$ cat src/pkg/psf_regs.vh
// Purpose: register map, field positions, codes and reset values of the
//          single-edge pwm channel
// Assumes: 8-bit byte address, one 32-bit word per register
// Notes:   definitions only
`ifndef PSF_REGS_VH
`define PSF_REGS_VH

// ----------------------------------------------------------------
// register byte addresses
// ----------------------------------------------------------------
`define PSF_ADDR_CTRL     8'h00
`define PSF_ADDR_OLC      8'h04
`define PSF_ADDR_PERIOD   8'h08
`define PSF_ADDR_DUTY     8'h0c
`define PSF_ADDR_BUFFER   8'h10
`define PSF_ADDR_COUNT    8'h14
`define PSF_ADDR_STATUS   8'h18
`define PSF_ADDR_MASK     8'h1c
`define PSF_ADDR_PINMODE  8'h20

// ----------------------------------------------------------------
// field positions
// ----------------------------------------------------------------
`define PSF_CTRL_RUN      0
`define PSF_CTRL_BUF      1
`define PSF_CTRL_INIT     2
`define PSF_CTRL_DIV_LO   4
`define PSF_CTRL_DIV_HI   5
`define PSF_SEL_DUTY_LO   0
`define PSF_SEL_DUTY_HI   3
`define PSF_SEL_PER_LO    4
`define PSF_SEL_PER_HI    7
`define PSF_PIN_PWM       0
`define PSF_ST_PER        0
`define PSF_ST_DUTY       1

// ----------------------------------------------------------------
// output selector codes
// ----------------------------------------------------------------
`define PSF_ACT_LOW_A     4'h1
`define PSF_ACT_HIGH_A    4'h2
`define PSF_ACT_TOG_A     4'h3
`define PSF_ACT_LOW_B     4'h5
`define PSF_ACT_HIGH_B    4'h6
`define PSF_ACT_TOG_B     4'h7

// ----------------------------------------------------------------
// reset values
// ----------------------------------------------------------------
`define PSF_RST_CTRL      8'h00
`define PSF_RST_OLC       8'h00
`define PSF_RST_PERIOD    16'hffff
`define PSF_RST_DUTY      16'hffff
`define PSF_RST_BUFFER    16'hffff
`define PSF_RST_COUNT     16'h0000
`define PSF_RST_STATUS    2'h0
`define PSF_RST_MASK      2'h0

// ----------------------------------------------------------------
// timing: prescaler width, divide by 1, 2, 4 or 8
// ----------------------------------------------------------------
`define PSF_PRE_W         3

`endif

$ cat src/core/psf_action.v
// Purpose: decode one output selector into a pin action at a match
// Assumes: pure combinational, caller gates with the match
// Notes:   undefined codes leave the level alone
`timescale 1ns/1ps
`default_nettype none
`include "psf_regs.vh"

module psf_action
(
  input  wire [3:0] i_code,
  input  wire       i_level,
  output reg        o_change,
  output reg        o_level
);

  always @*
  begin
    o_change = 1'b1;
    o_level  = i_level;
    // [RQ2] low, high, toggle codes
    case (i_code)
      `PSF_ACT_LOW_A,
      `PSF_ACT_LOW_B:  o_level = 1'b0;
      `PSF_ACT_HIGH_A,
      `PSF_ACT_HIGH_B: o_level = 1'b1;
      `PSF_ACT_TOG_A,
      `PSF_ACT_TOG_B:  o_level = ~i_level;
      // [RQ19] other codes hold
      default:         o_change = 1'b0;
    endcase
  end

endmodule
`default_nettype wire

$ cat src/core/psf_irq.v
// Purpose: sticky event status, mask and level interrupt
// Assumes: write one to clear, event set wins over clear
// Notes:   interrupt output is registered
`timescale 1ns/1ps
`default_nettype none
`include "psf_regs.vh"

module psf_irq
(
  input  wire       i_clk_sys,
  input  wire       i_sys_rst,
  input  wire [1:0] i_set,
  input  wire       i_clr_we,
  input  wire [1:0] i_clr_data,
  input  wire       i_mask_we,
  input  wire [1:0] i_mask_data,
  output reg  [1:0] o_status,
  output reg  [1:0] o_mask,
  output reg        o_irq
);

  reg  [1:0] status_d;
  reg  [1:0] mask_d;

  always @*
  begin
    status_d = o_status;
    if (i_clr_we)
    begin
      status_d = status_d & ~i_clr_data;
    end
    status_d = status_d | i_set;
    mask_d   = i_mask_we ? i_mask_data : o_mask;
  end

  always @(posedge i_clk_sys)
  begin
    if (i_sys_rst)
    begin
      o_status <= `PSF_RST_STATUS;
      o_mask   <= `PSF_RST_MASK;
      o_irq    <= 1'b0;
    end
    else
    begin
      o_status <= status_d;
      o_mask   <= mask_d;
      // [RQ12] period match interrupt
      o_irq    <= |(status_d & mask_d);
    end
  end

endmodule
`default_nettype wire

$ cat src/core/psf_top.v
// Purpose: one timer channel in single-edge pwm mode with full range duty
// Assumes: 25 MHz system clock, registers on a plain strobe port
// Notes:   counter advances on prescaled ticks; read data one cycle later
//
// How it works
// [RQ1] period match clears the counter
// [RQ2] period selector 5h low, 6h high
// [RQ3] duty above period never matches
// [RQ4] buffer copied to duty on duty match
// [RQ5] duty zero matches at count 0 to 1
// [RQ6] duty zero with buffer loads at clear
// [RQ7] buffered over-period write reaches 0% later
// [RQ8] unbuffered over-period write: 0% next period
// [RQ9] duty selector 2h drives high
// [RQ10] duty selector 5h drives low
// [RQ11] software swaps period selector for 0 to 100
// [RQ12] interrupt on every period match
// [RQ13] pin starts initial level at mode write
// [RQ14] selectors rewritable while counting
// [RQ15] toggle at period match alternates 0/100
// [RQ16] software may switch duty selector to 2h
// [RQ17] reference: 40MHz, 1ms, period 9C3Fh
// [RQ18] coincident matches keep pin level
// [RQ19] undefined selector codes hold level
//
// Local design decisions: the placing of the registers and the plain strobed port.
`timescale 1ns/1ps
`default_nettype none
`include "psf_regs.vh"

module psf_top
(
  input  wire        i_clk_sys,
  input  wire        i_sys_rst,
  input  wire [7:0]  i_addr,
  input  wire [31:0] i_wr_data,
  input  wire        i_wr_en,
  input  wire        i_rd_en,
  output reg  [31:0] o_rd_data,
  output reg         o_pwm_output_pin,
  output reg         o_pwm_oe_n,
  output wire        o_irq
);

  // ----------------------------------------------------------------
  // state
  // ----------------------------------------------------------------
  reg  [7:0]           ctrl_q;
  reg  [7:0]           ctrl_d;
  reg  [7:0]           olc_q;
  reg  [7:0]           olc_d;
  reg  [15:0]          period_compare_reg_q;
  reg  [15:0]          period_compare_reg_d;
  reg  [15:0]          duty_compare_reg_q;
  reg  [15:0]          duty_compare_reg_d;
  reg  [15:0]          duty_buffer_reg_q;
  reg  [15:0]          duty_buffer_reg_d;
  reg  [15:0]          up_counter_q;
  reg  [15:0]          up_counter_d;
  reg  [`PSF_PRE_W-1:0] pre_q;
  reg  [`PSF_PRE_W-1:0] pre_d;
  reg                  pwm_mode_q;
  reg                  pwm_mode_d;
  reg                  pin_d;
  reg  [31:0]          rd_d;

  wire [1:0]           status;
  wire [1:0]           mask;
  wire                 duty_chg;
  wire                 duty_lvl;
  wire                 per_chg;
  wire                 per_lvl;

  // ----------------------------------------------------------------
  // register decode
  // ----------------------------------------------------------------
  wire we_ctrl   = i_wr_en && (i_addr == `PSF_ADDR_CTRL);
  wire we_olc    = i_wr_en && (i_addr == `PSF_ADDR_OLC);
  wire we_period = i_wr_en && (i_addr == `PSF_ADDR_PERIOD);
  wire we_duty   = i_wr_en && (i_addr == `PSF_ADDR_DUTY);
  wire we_buffer = i_wr_en && (i_addr == `PSF_ADDR_BUFFER);
  wire we_count  = i_wr_en && (i_addr == `PSF_ADDR_COUNT);
  wire we_status = i_wr_en && (i_addr == `PSF_ADDR_STATUS);
  wire we_mask   = i_wr_en && (i_addr == `PSF_ADDR_MASK);
  wire we_pin    = i_wr_en && (i_addr == `PSF_ADDR_PINMODE);

  wire       run_en  = ctrl_q[`PSF_CTRL_RUN];
  wire       buf_en  = ctrl_q[`PSF_CTRL_BUF];
  wire       init_lv = ctrl_q[`PSF_CTRL_INIT];
  wire [1:0] div_sel = ctrl_q[`PSF_CTRL_DIV_HI:`PSF_CTRL_DIV_LO];
  wire [3:0] duty_match_selector =
             olc_q[`PSF_SEL_DUTY_HI:`PSF_SEL_DUTY_LO];
  wire [3:0] period_match_selector =
             olc_q[`PSF_SEL_PER_HI:`PSF_SEL_PER_LO];

  // ----------------------------------------------------------------
  // prescaler and compare matches
  // ----------------------------------------------------------------
  // mask of prescaler bits that must all be one for a tick
  wire [`PSF_PRE_W-1:0] pre_mask =
    {(div_sel > 2'd2), (div_sel > 2'd1), (div_sel > 2'd0)};
  wire counting = run_en && pwm_mode_q;
  wire tick     = counting && ((pre_q & pre_mask) == pre_mask);

  // match takes effect as the counter leaves the compare value
  // [RQ5] zero matches on 0 to 1
  wire duty_hit   = tick && (up_counter_q == duty_compare_reg_q);
  // [RQ3] counter clears before reaching larger duty
  wire period_hit = tick && (up_counter_q == period_compare_reg_q);

  always @*
  begin
    pre_d = pre_q;
    if (!counting)
    begin
      pre_d = {`PSF_PRE_W{1'b0}};
    end
    else if (tick)
    begin
      pre_d = {`PSF_PRE_W{1'b0}};
    end
    else
    begin
      pre_d = pre_q + {{(`PSF_PRE_W-1){1'b0}}, 1'b1};
    end
  end

  // ----------------------------------------------------------------
  // counter
  // ----------------------------------------------------------------
  always @*
  begin
    up_counter_d = up_counter_q;
    if (we_count)
    begin
      up_counter_d = i_wr_data[15:0];
    end
    // [RQ1] clear on period match
    else if (period_hit)
    begin
      up_counter_d = 16'h0000;
    end
    else if (tick)
    begin
      up_counter_d = up_counter_q + 16'h0001;
    end
  end

  // ----------------------------------------------------------------
  // compare and buffer registers
  // ----------------------------------------------------------------
  always @*
  begin
    period_compare_reg_d = we_period ? i_wr_data[15:0]
                                     : period_compare_reg_q;
    duty_buffer_reg_d    = we_buffer ? i_wr_data[15:0]
                                     : duty_buffer_reg_q;
    duty_compare_reg_d   = duty_compare_reg_q;
    // [RQ8] direct write governs next match
    if (we_duty)
    begin
      duty_compare_reg_d = i_wr_data[15:0];
    end
    // [RQ4] transfer on duty match
    else if (buf_en && duty_hit)
    begin
      duty_compare_reg_d = duty_buffer_reg_q;
    end
    // [RQ6] zero duty loads at clear
    else if (buf_en && period_hit && (duty_compare_reg_q == 16'h0000))
    begin
      duty_compare_reg_d = duty_buffer_reg_q;
    end
  end
  // [RQ7] coincident match copies over-period value, next period low

  // ----------------------------------------------------------------
  // control, selectors and pin mode
  // ----------------------------------------------------------------
  always @*
  begin
    ctrl_d     = we_ctrl ? i_wr_data[7:0] : ctrl_q;
    // [RQ14] selectors writable while counting
    olc_d      = we_olc ? i_wr_data[7:0] : olc_q;
    pwm_mode_d = we_pin ? i_wr_data[`PSF_PIN_PWM] : pwm_mode_q;
  end

  // ----------------------------------------------------------------
  // output actions
  // ----------------------------------------------------------------
  // [RQ9] duty selector action
  psf_action u_duty_act
  (
    .i_code   (duty_match_selector),
    .i_level  (o_pwm_output_pin),
    .o_change (duty_chg),
    .o_level  (duty_lvl)
  );

  // [RQ2] period selector action
  psf_action u_per_act
  (
    .i_code   (period_match_selector),
    .i_level  (o_pwm_output_pin),
    .o_change (per_chg),
    .o_level  (per_lvl)
  );

  always @*
  begin
    pin_d = o_pwm_output_pin;
    // [RQ13] initial level at mode write
    if (we_pin && i_wr_data[`PSF_PIN_PWM])
    begin
      pin_d = init_lv;
    end
    // [RQ18] coincident matches hold level
    else if (duty_hit && period_hit)
    begin
      pin_d = o_pwm_output_pin;
    end
    else if (period_hit && per_chg)
    begin
      pin_d = per_lvl;
    end
    // [RQ10] low code on duty match
    else if (duty_hit && duty_chg)
    begin
      pin_d = duty_lvl;
    end
  end

  // ----------------------------------------------------------------
  // events and interrupt
  // ----------------------------------------------------------------
  // [RQ12] period match raises event
  psf_irq u_irq
  (
    .i_clk_sys   (i_clk_sys),
    .i_sys_rst   (i_sys_rst),
    .i_set       ({duty_hit, period_hit}),
    .i_clr_we    (we_status),
    .i_clr_data  (i_wr_data[1:0]),
    .i_mask_we   (we_mask),
    .i_mask_data (i_wr_data[1:0]),
    .o_status    (status),
    .o_mask      (mask),
    .o_irq       (o_irq)
  );

  // ----------------------------------------------------------------
  // read mux
  // ----------------------------------------------------------------
  always @*
  begin
    rd_d = 32'h0000_0000;
    case (i_addr)
      `PSF_ADDR_CTRL:    rd_d = {24'h00_0000, ctrl_q};
      `PSF_ADDR_OLC:     rd_d = {24'h00_0000, olc_q};
      `PSF_ADDR_PERIOD:  rd_d = {16'h0000, period_compare_reg_q};
      `PSF_ADDR_DUTY:    rd_d = {16'h0000, duty_compare_reg_q};
      `PSF_ADDR_BUFFER:  rd_d = {16'h0000, duty_buffer_reg_q};
      `PSF_ADDR_COUNT:   rd_d = {16'h0000, up_counter_q};
      `PSF_ADDR_STATUS:  rd_d = {30'h0000_0000, status};
      `PSF_ADDR_MASK:    rd_d = {30'h0000_0000, mask};
      `PSF_ADDR_PINMODE: rd_d = {30'h0000_0000, o_pwm_output_pin,
                                 pwm_mode_q};
      default:           rd_d = 32'h0000_0000;
    endcase
    if (!i_rd_en)
    begin
      rd_d = 32'h0000_0000;
    end
  end

  // ----------------------------------------------------------------
  // registers
  // ----------------------------------------------------------------
  always @(posedge i_clk_sys)
  begin
    if (i_sys_rst)
    begin
      ctrl_q               <= `PSF_RST_CTRL;
      olc_q                <= `PSF_RST_OLC;
      period_compare_reg_q <= `PSF_RST_PERIOD;
      duty_compare_reg_q   <= `PSF_RST_DUTY;
      duty_buffer_reg_q    <= `PSF_RST_BUFFER;
      up_counter_q         <= `PSF_RST_COUNT;
      pre_q                <= {`PSF_PRE_W{1'b0}};
      pwm_mode_q           <= 1'b0;
      o_pwm_output_pin     <= 1'b0;
      o_pwm_oe_n           <= 1'b1;
      o_rd_data            <= 32'h0000_0000;
    end
    else
    begin
      ctrl_q               <= ctrl_d;
      olc_q                <= olc_d;
      period_compare_reg_q <= period_compare_reg_d;
      duty_compare_reg_q   <= duty_compare_reg_d;
      duty_buffer_reg_q    <= duty_buffer_reg_d;
      up_counter_q         <= up_counter_d;
      pre_q                <= pre_d;
      pwm_mode_q           <= pwm_mode_d;
      o_pwm_output_pin     <= pin_d;
      // pin driven only in pwm mode
      o_pwm_oe_n           <= ~pwm_mode_d;
      o_rd_data            <= rd_d;
    end
  end

endmodule
`default_nettype wire

$ cat config.mk
export PLATFORM = sky130hd
export DESIGN_NAME = psf_top
export DESIGN_NICKNAME = d
export VERILOG_FILES = /design/src/core/psf_action.v /design/src/core/psf_irq.v /design/src/core/psf_top.v
export VERILOG_INCLUDE_DIRS = /design/src /design/src/pkg
export SDC_FILE = /design/constraint.sdc
export NUM_CORES = 1
export LEC_CHECK = 0
export BUFFER_PORTS_ARGS = -buffer_cell sky130_fd_sc_hd__buf_2
export CAP_MARGIN = 40
export CORE_MARGIN = 4
export CORE_UTILIZATION = 50
export CTS_CLUSTER_SIZE = 10
export DETAILED_ROUTE_END_ITERATION = 8
export GPL_ROUTABILITY_DRIVEN = 1
export PLACE_DENSITY = 0.83
export SLEW_MARGIN = 20
export SYNTH_ARGS = -nofsm -noshare
export SYNTH_HDL_FRONTEND = slang
export SYNTH_SLANG_ARGS = --single-unit
$ cat constraint.sdc
create_clock -name i_clk_sys -period 2.2 [get_ports i_clk_sys]
set_clock_uncertainty 0.2 [all_clocks]
set_input_delay 0.22 -clock i_clk_sys [delete_from_list [all_inputs] [get_ports i_clk_sys]]
set_output_delay 0.22 -clock i_clk_sys [all_outputs]
set_load 0.03 [all_outputs]
==> metrics.yaml <==
timing.final.setup_violations: 21
post-place-ws_ns: -0.233
global_route_wire_length_before_repair_um: 30200
crit_type: "reg -> reg"
path_clk_slew_ns: 0.10
vias_per_cell: 6.10
wl_um: 19900
totalNegativeSetupSlack_ns: -3.00
synth.avg_cell_area_sq_um: 8.19
hpwl_um: 13300
synth-async-reset-ratio_pct: 0
synth_top_cells_by_area: "sky130_fd_sc_hd__dfxtp_1, sky130_fd_sc_hd__nand2_1, sky130_fd_sc_hd__xor2_1"
design.core.area_sq_um: 10900
first_global_vias: 5666
route.vias.total: 5866
cts_bufs_inserted: 9
clock-sinks: 107
area_delta_synth_final_pct: 35.2
fin_worst_hold_slack_ns: 0.123
detail_route.first_pass.iterations: 6
holdCritPathClass: "in -> reg"
num-fill-cells: 796
fin_nets: 863
placement_rows: 38
ys_seq_elements: 107
yosys_most_used_dff: "sky130_fd_sc_hd__dfxtp_1"
place.port_buffers: 46
die-height_um: 114
initial_utilization_pct: 51.4
drt_first_iter_violations: 892
ys_seq_area_share_pct: 38.3
worst_slew_pin_slew_ns: 0.553
most-common-layout-cells: "sky130_fd_sc_hd__nand2_1, sky130_fd_sc_hd__buf_4, sky130_fd_sc_hd__dfxtp_1"
number_of_antenna_violations_at_the_first_check_in_global_routing: 0
setup.worst_path.start_class: "flop"
time_the_final_worst_path_needs_with_i_o_delays_and_setup_ns: 2.45
p_leak_nw: 2.93
nature_of_the_critical_path_endpoint: "flop"
ys.warnings.count: 0
postLayoutCellArea_sq_um: 7570
antenna_diodes: 0
power.density_cell_area_nw_per_um2: 476
post-place-cells: 917
slew-limit-headroom_pct: 63.1
drcViolationCount: 0
rsz0062_at_grt: "yes"
pin_count_of_the_biggest_net_entering_global_routing: 62
crit_start: "period_compare_reg_q[12]$_SDFFE_PP1P_"
placed_instance_area_sq_um: 6560
mostFrequentLayoutCell: "sky130_fd_sc_hd__nand2_1"
totalPowerFinal_mw: 3.61
route.antenna.remaining_nets: 0
dieWidth_um: 114
cts-root-to-sink-buffers: 2
synth_cells: 683
top_level_ports: 79
finalHoldViolations: 0
routabilityCongestion: 1.00
fmax_mhz: 408
drt-wirelength-per-cell_um: 20.6
critical_path_peak_fanout: 6
post_route_cells_drive_above_1_share_pct: 31.4
ys_types: 51
violations_in_the_final_reports: "negative setup slack"
globalRouteTotalUtil_pct: 30.0
final_max_slew_viol_count: 0
layout_worst_path_cycle_share_pct: 111
root_buffer: "sky130_fd_sc_hd__clkbuf_8"
finalNonFillerCells: 962
netlist_area_sq_um: 5600
critical_path_required_ns: 2.29
netlist.area_leader.share_pct: 38.3
crit_arrival_ns: 2.54
insertion_delay_ns: 0.40
yosysTopAreaCell: "sky130_fd_sc_hd__dfxtp_1"
worstHoldStart: "i_wr_en"
total_of_max_cap_violations: 0
result_of_the_run: "finished, violations left"
max-vdd-ir-drop_mv: 0.382
fin_util_pct: 69.5
postLayoutSetupSlackWorst_ns: -0.251
floorplan.die_area_sq_um: 13000
clock_tree_from_tritoncts: "built"
overflow: 0
synth_enable_flop_cells: 0
cts_htree_levels: 3
rr_startpoint: "period_compare_reg_q[12]$_SDFFE_PP1P_"
[final timing paths]
check,endpoint,slack (ns),depth (start not counted)
max,duty_compare_reg_q[6]$_SDFFE_PP1P_,-0.25,8
min,ctrl_q[6]$_SDFFE_PP0P_,0.12,4
min reg2reg,olc_q[2]$_SDFFE_PP0P_,0.27,2
max reg2reg,duty_compare_reg_q[6]$_SDFFE_PP1P_,-0.25,8
[Yosys cell counts, types with 2 or more instances]
master / instances
sky130_fd_sc_hd__nand2_1: 115
sky130_fd_sc_hd__dfxtp_1: 107
sky130_fd_sc_hd__a21oi_1: 56
sky130_fd_sc_hd__nor2_1: 54
sky130_fd_sc_hd__clkbuf_1: 42
sky130_fd_sc_hd__xor2_1: 40
sky130_fd_sc_hd__nand3b_1: 36
sky130_fd_sc_hd__nand3_1: 23
sky130_fd_sc_hd__nor2b_1: 23
sky130_fd_sc_hd__a22oi_1: 20
sky130_fd_sc_hd__buf_4: 16
sky130_fd_sc_hd__nor4_1: 14
sky130_fd_sc_hd__a2111oi_2: 13
sky130_fd_sc_hd__buf_2: 13
sky130_fd_sc_hd__mux2i_1: 12
sky130_fd_sc_hd__and3_1: 9
sky130_fd_sc_hd__nor3_1: 9
sky130_fd_sc_hd__a222oi_1: 8
sky130_fd_sc_hd__a221oi_1: 7
sky130_fd_sc_hd__nor4b_1: 5
sky130_fd_sc_hd__xnor2_1: 5
sky130_fd_sc_hd__a31oi_1: 4
sky130_fd_sc_hd__and2_1: 4
sky130_fd_sc_hd__nand4_1: 4
sky130_fd_sc_hd__a2111oi_0: 3
sky130_fd_sc_hd__a211oi_1: 3
sky130_fd_sc_hd__inv_1: 3
sky130_fd_sc_hd__o21ai_0: 3
sky130_fd_sc_hd__or3_1: 3
sky130_fd_sc_hd__a21o_1: 2
sky130_fd_sc_hd__a32oi_1: 2
sky130_fd_sc_hd__and4_1: 2
sky130_fd_sc_hd__buf_1: 2
sky130_fd_sc_hd__buf_6: 2
sky130_fd_sc_hd__ha_1: 2
sky130_fd_sc_hd__nor3b_1: 2
[cell type report]
cell class	count	area, sq um	share of cell area (%)
multi-input combinational	513	3580	47.4
sequential	107	2160	28.5
timing repair buffer	183	1410	18.7
tap	140	175	2.31
clock buffer	12	155	2.05
clock inverter	4	72.6	0.959
inverter	3	11.3	0.149
[kinds of logic after synthesis]
kind of cell             share of synthesized area (%)
AND/OR/NAND/NOR                                   28.0
AO/OA/AOI/OAI                                     16.9
flip-flops                                        38.3
buffers and inverters                             6.86
XOR/XNOR                                          7.04
multiplexers                                      2.35
adder cells (fa/ha/maj)                          0.447
other                                           0.0670
[critical path: stages, from the launching register on]
cell,delay [ns]
sky130_fd_sc_hd__dfxtp_2,0.35
sky130_fd_sc_hd__xor2_2,0.20
sky130_fd_sc_hd__nor4_2,0.29
sky130_fd_sc_hd__nand2_1,0.15
sky130_fd_sc_hd__nor4_4,0.37
sky130_fd_sc_hd__a221oi_4,0.16
sky130_fd_sc_hd__buf_12,0.19
sky130_fd_sc_hd__a2111oi_4,0.32
sky130_fd_sc_hd__a21oi_1,0.10
[where the power goes]
group / internal (mW) / switching [mW]
Sequential: 1.94 / 0.00306
Clock: 0.702 / 0.701
Combinational: 0.0917 / 0.169
[sequential cells by signal, indices dropped and copies added, names as in the netlist]
| name | count |
|---|---|
| u_irq.o_irq | 1 |
| olc_q | 8 |
| u_irq.o_mask | 2 |
| duty_compare_reg_q | 16 |
| up_counter_q | 16 |
| pwm_mode_q | 1 |
| pre_q | 3 |
| o_rd_data | 16 |
| o_pwm_oe_n | 1 |
| period_compare_reg_q | 16 |
| o_pwm_output_pin | 1 |
| ctrl_q | 8 |
| u_irq.o_status | 2 |
| duty_buffer_reg_q | 16 |
[per-layer routing]
| layer | global-route usage [%] | up-vias | wire (um) |
|---|---|---|---|
| li1 | - | 2629 | - |
| met1 | 39.4 | 2811 | 7860 |
| met2 | 46.4 | 351 | 9370 |
| met3 | 6.15 | 75 | 1800 |
| met4 | 15.8 | 0 | 824 |
| met5 | 0 | - | 0 |
[what timing repair did]
action                     4_1_cts  5_1_grt
gates resized for setup         31       59
setup endpoints to repair       24       34
pin swaps                       11       28
buffers inserted                 5        7
gates cloned                     1        1
hold endpoints to repair        65        0
hold buffers                    16        0
Note: power is estimated with default switching activity, not from simulation.
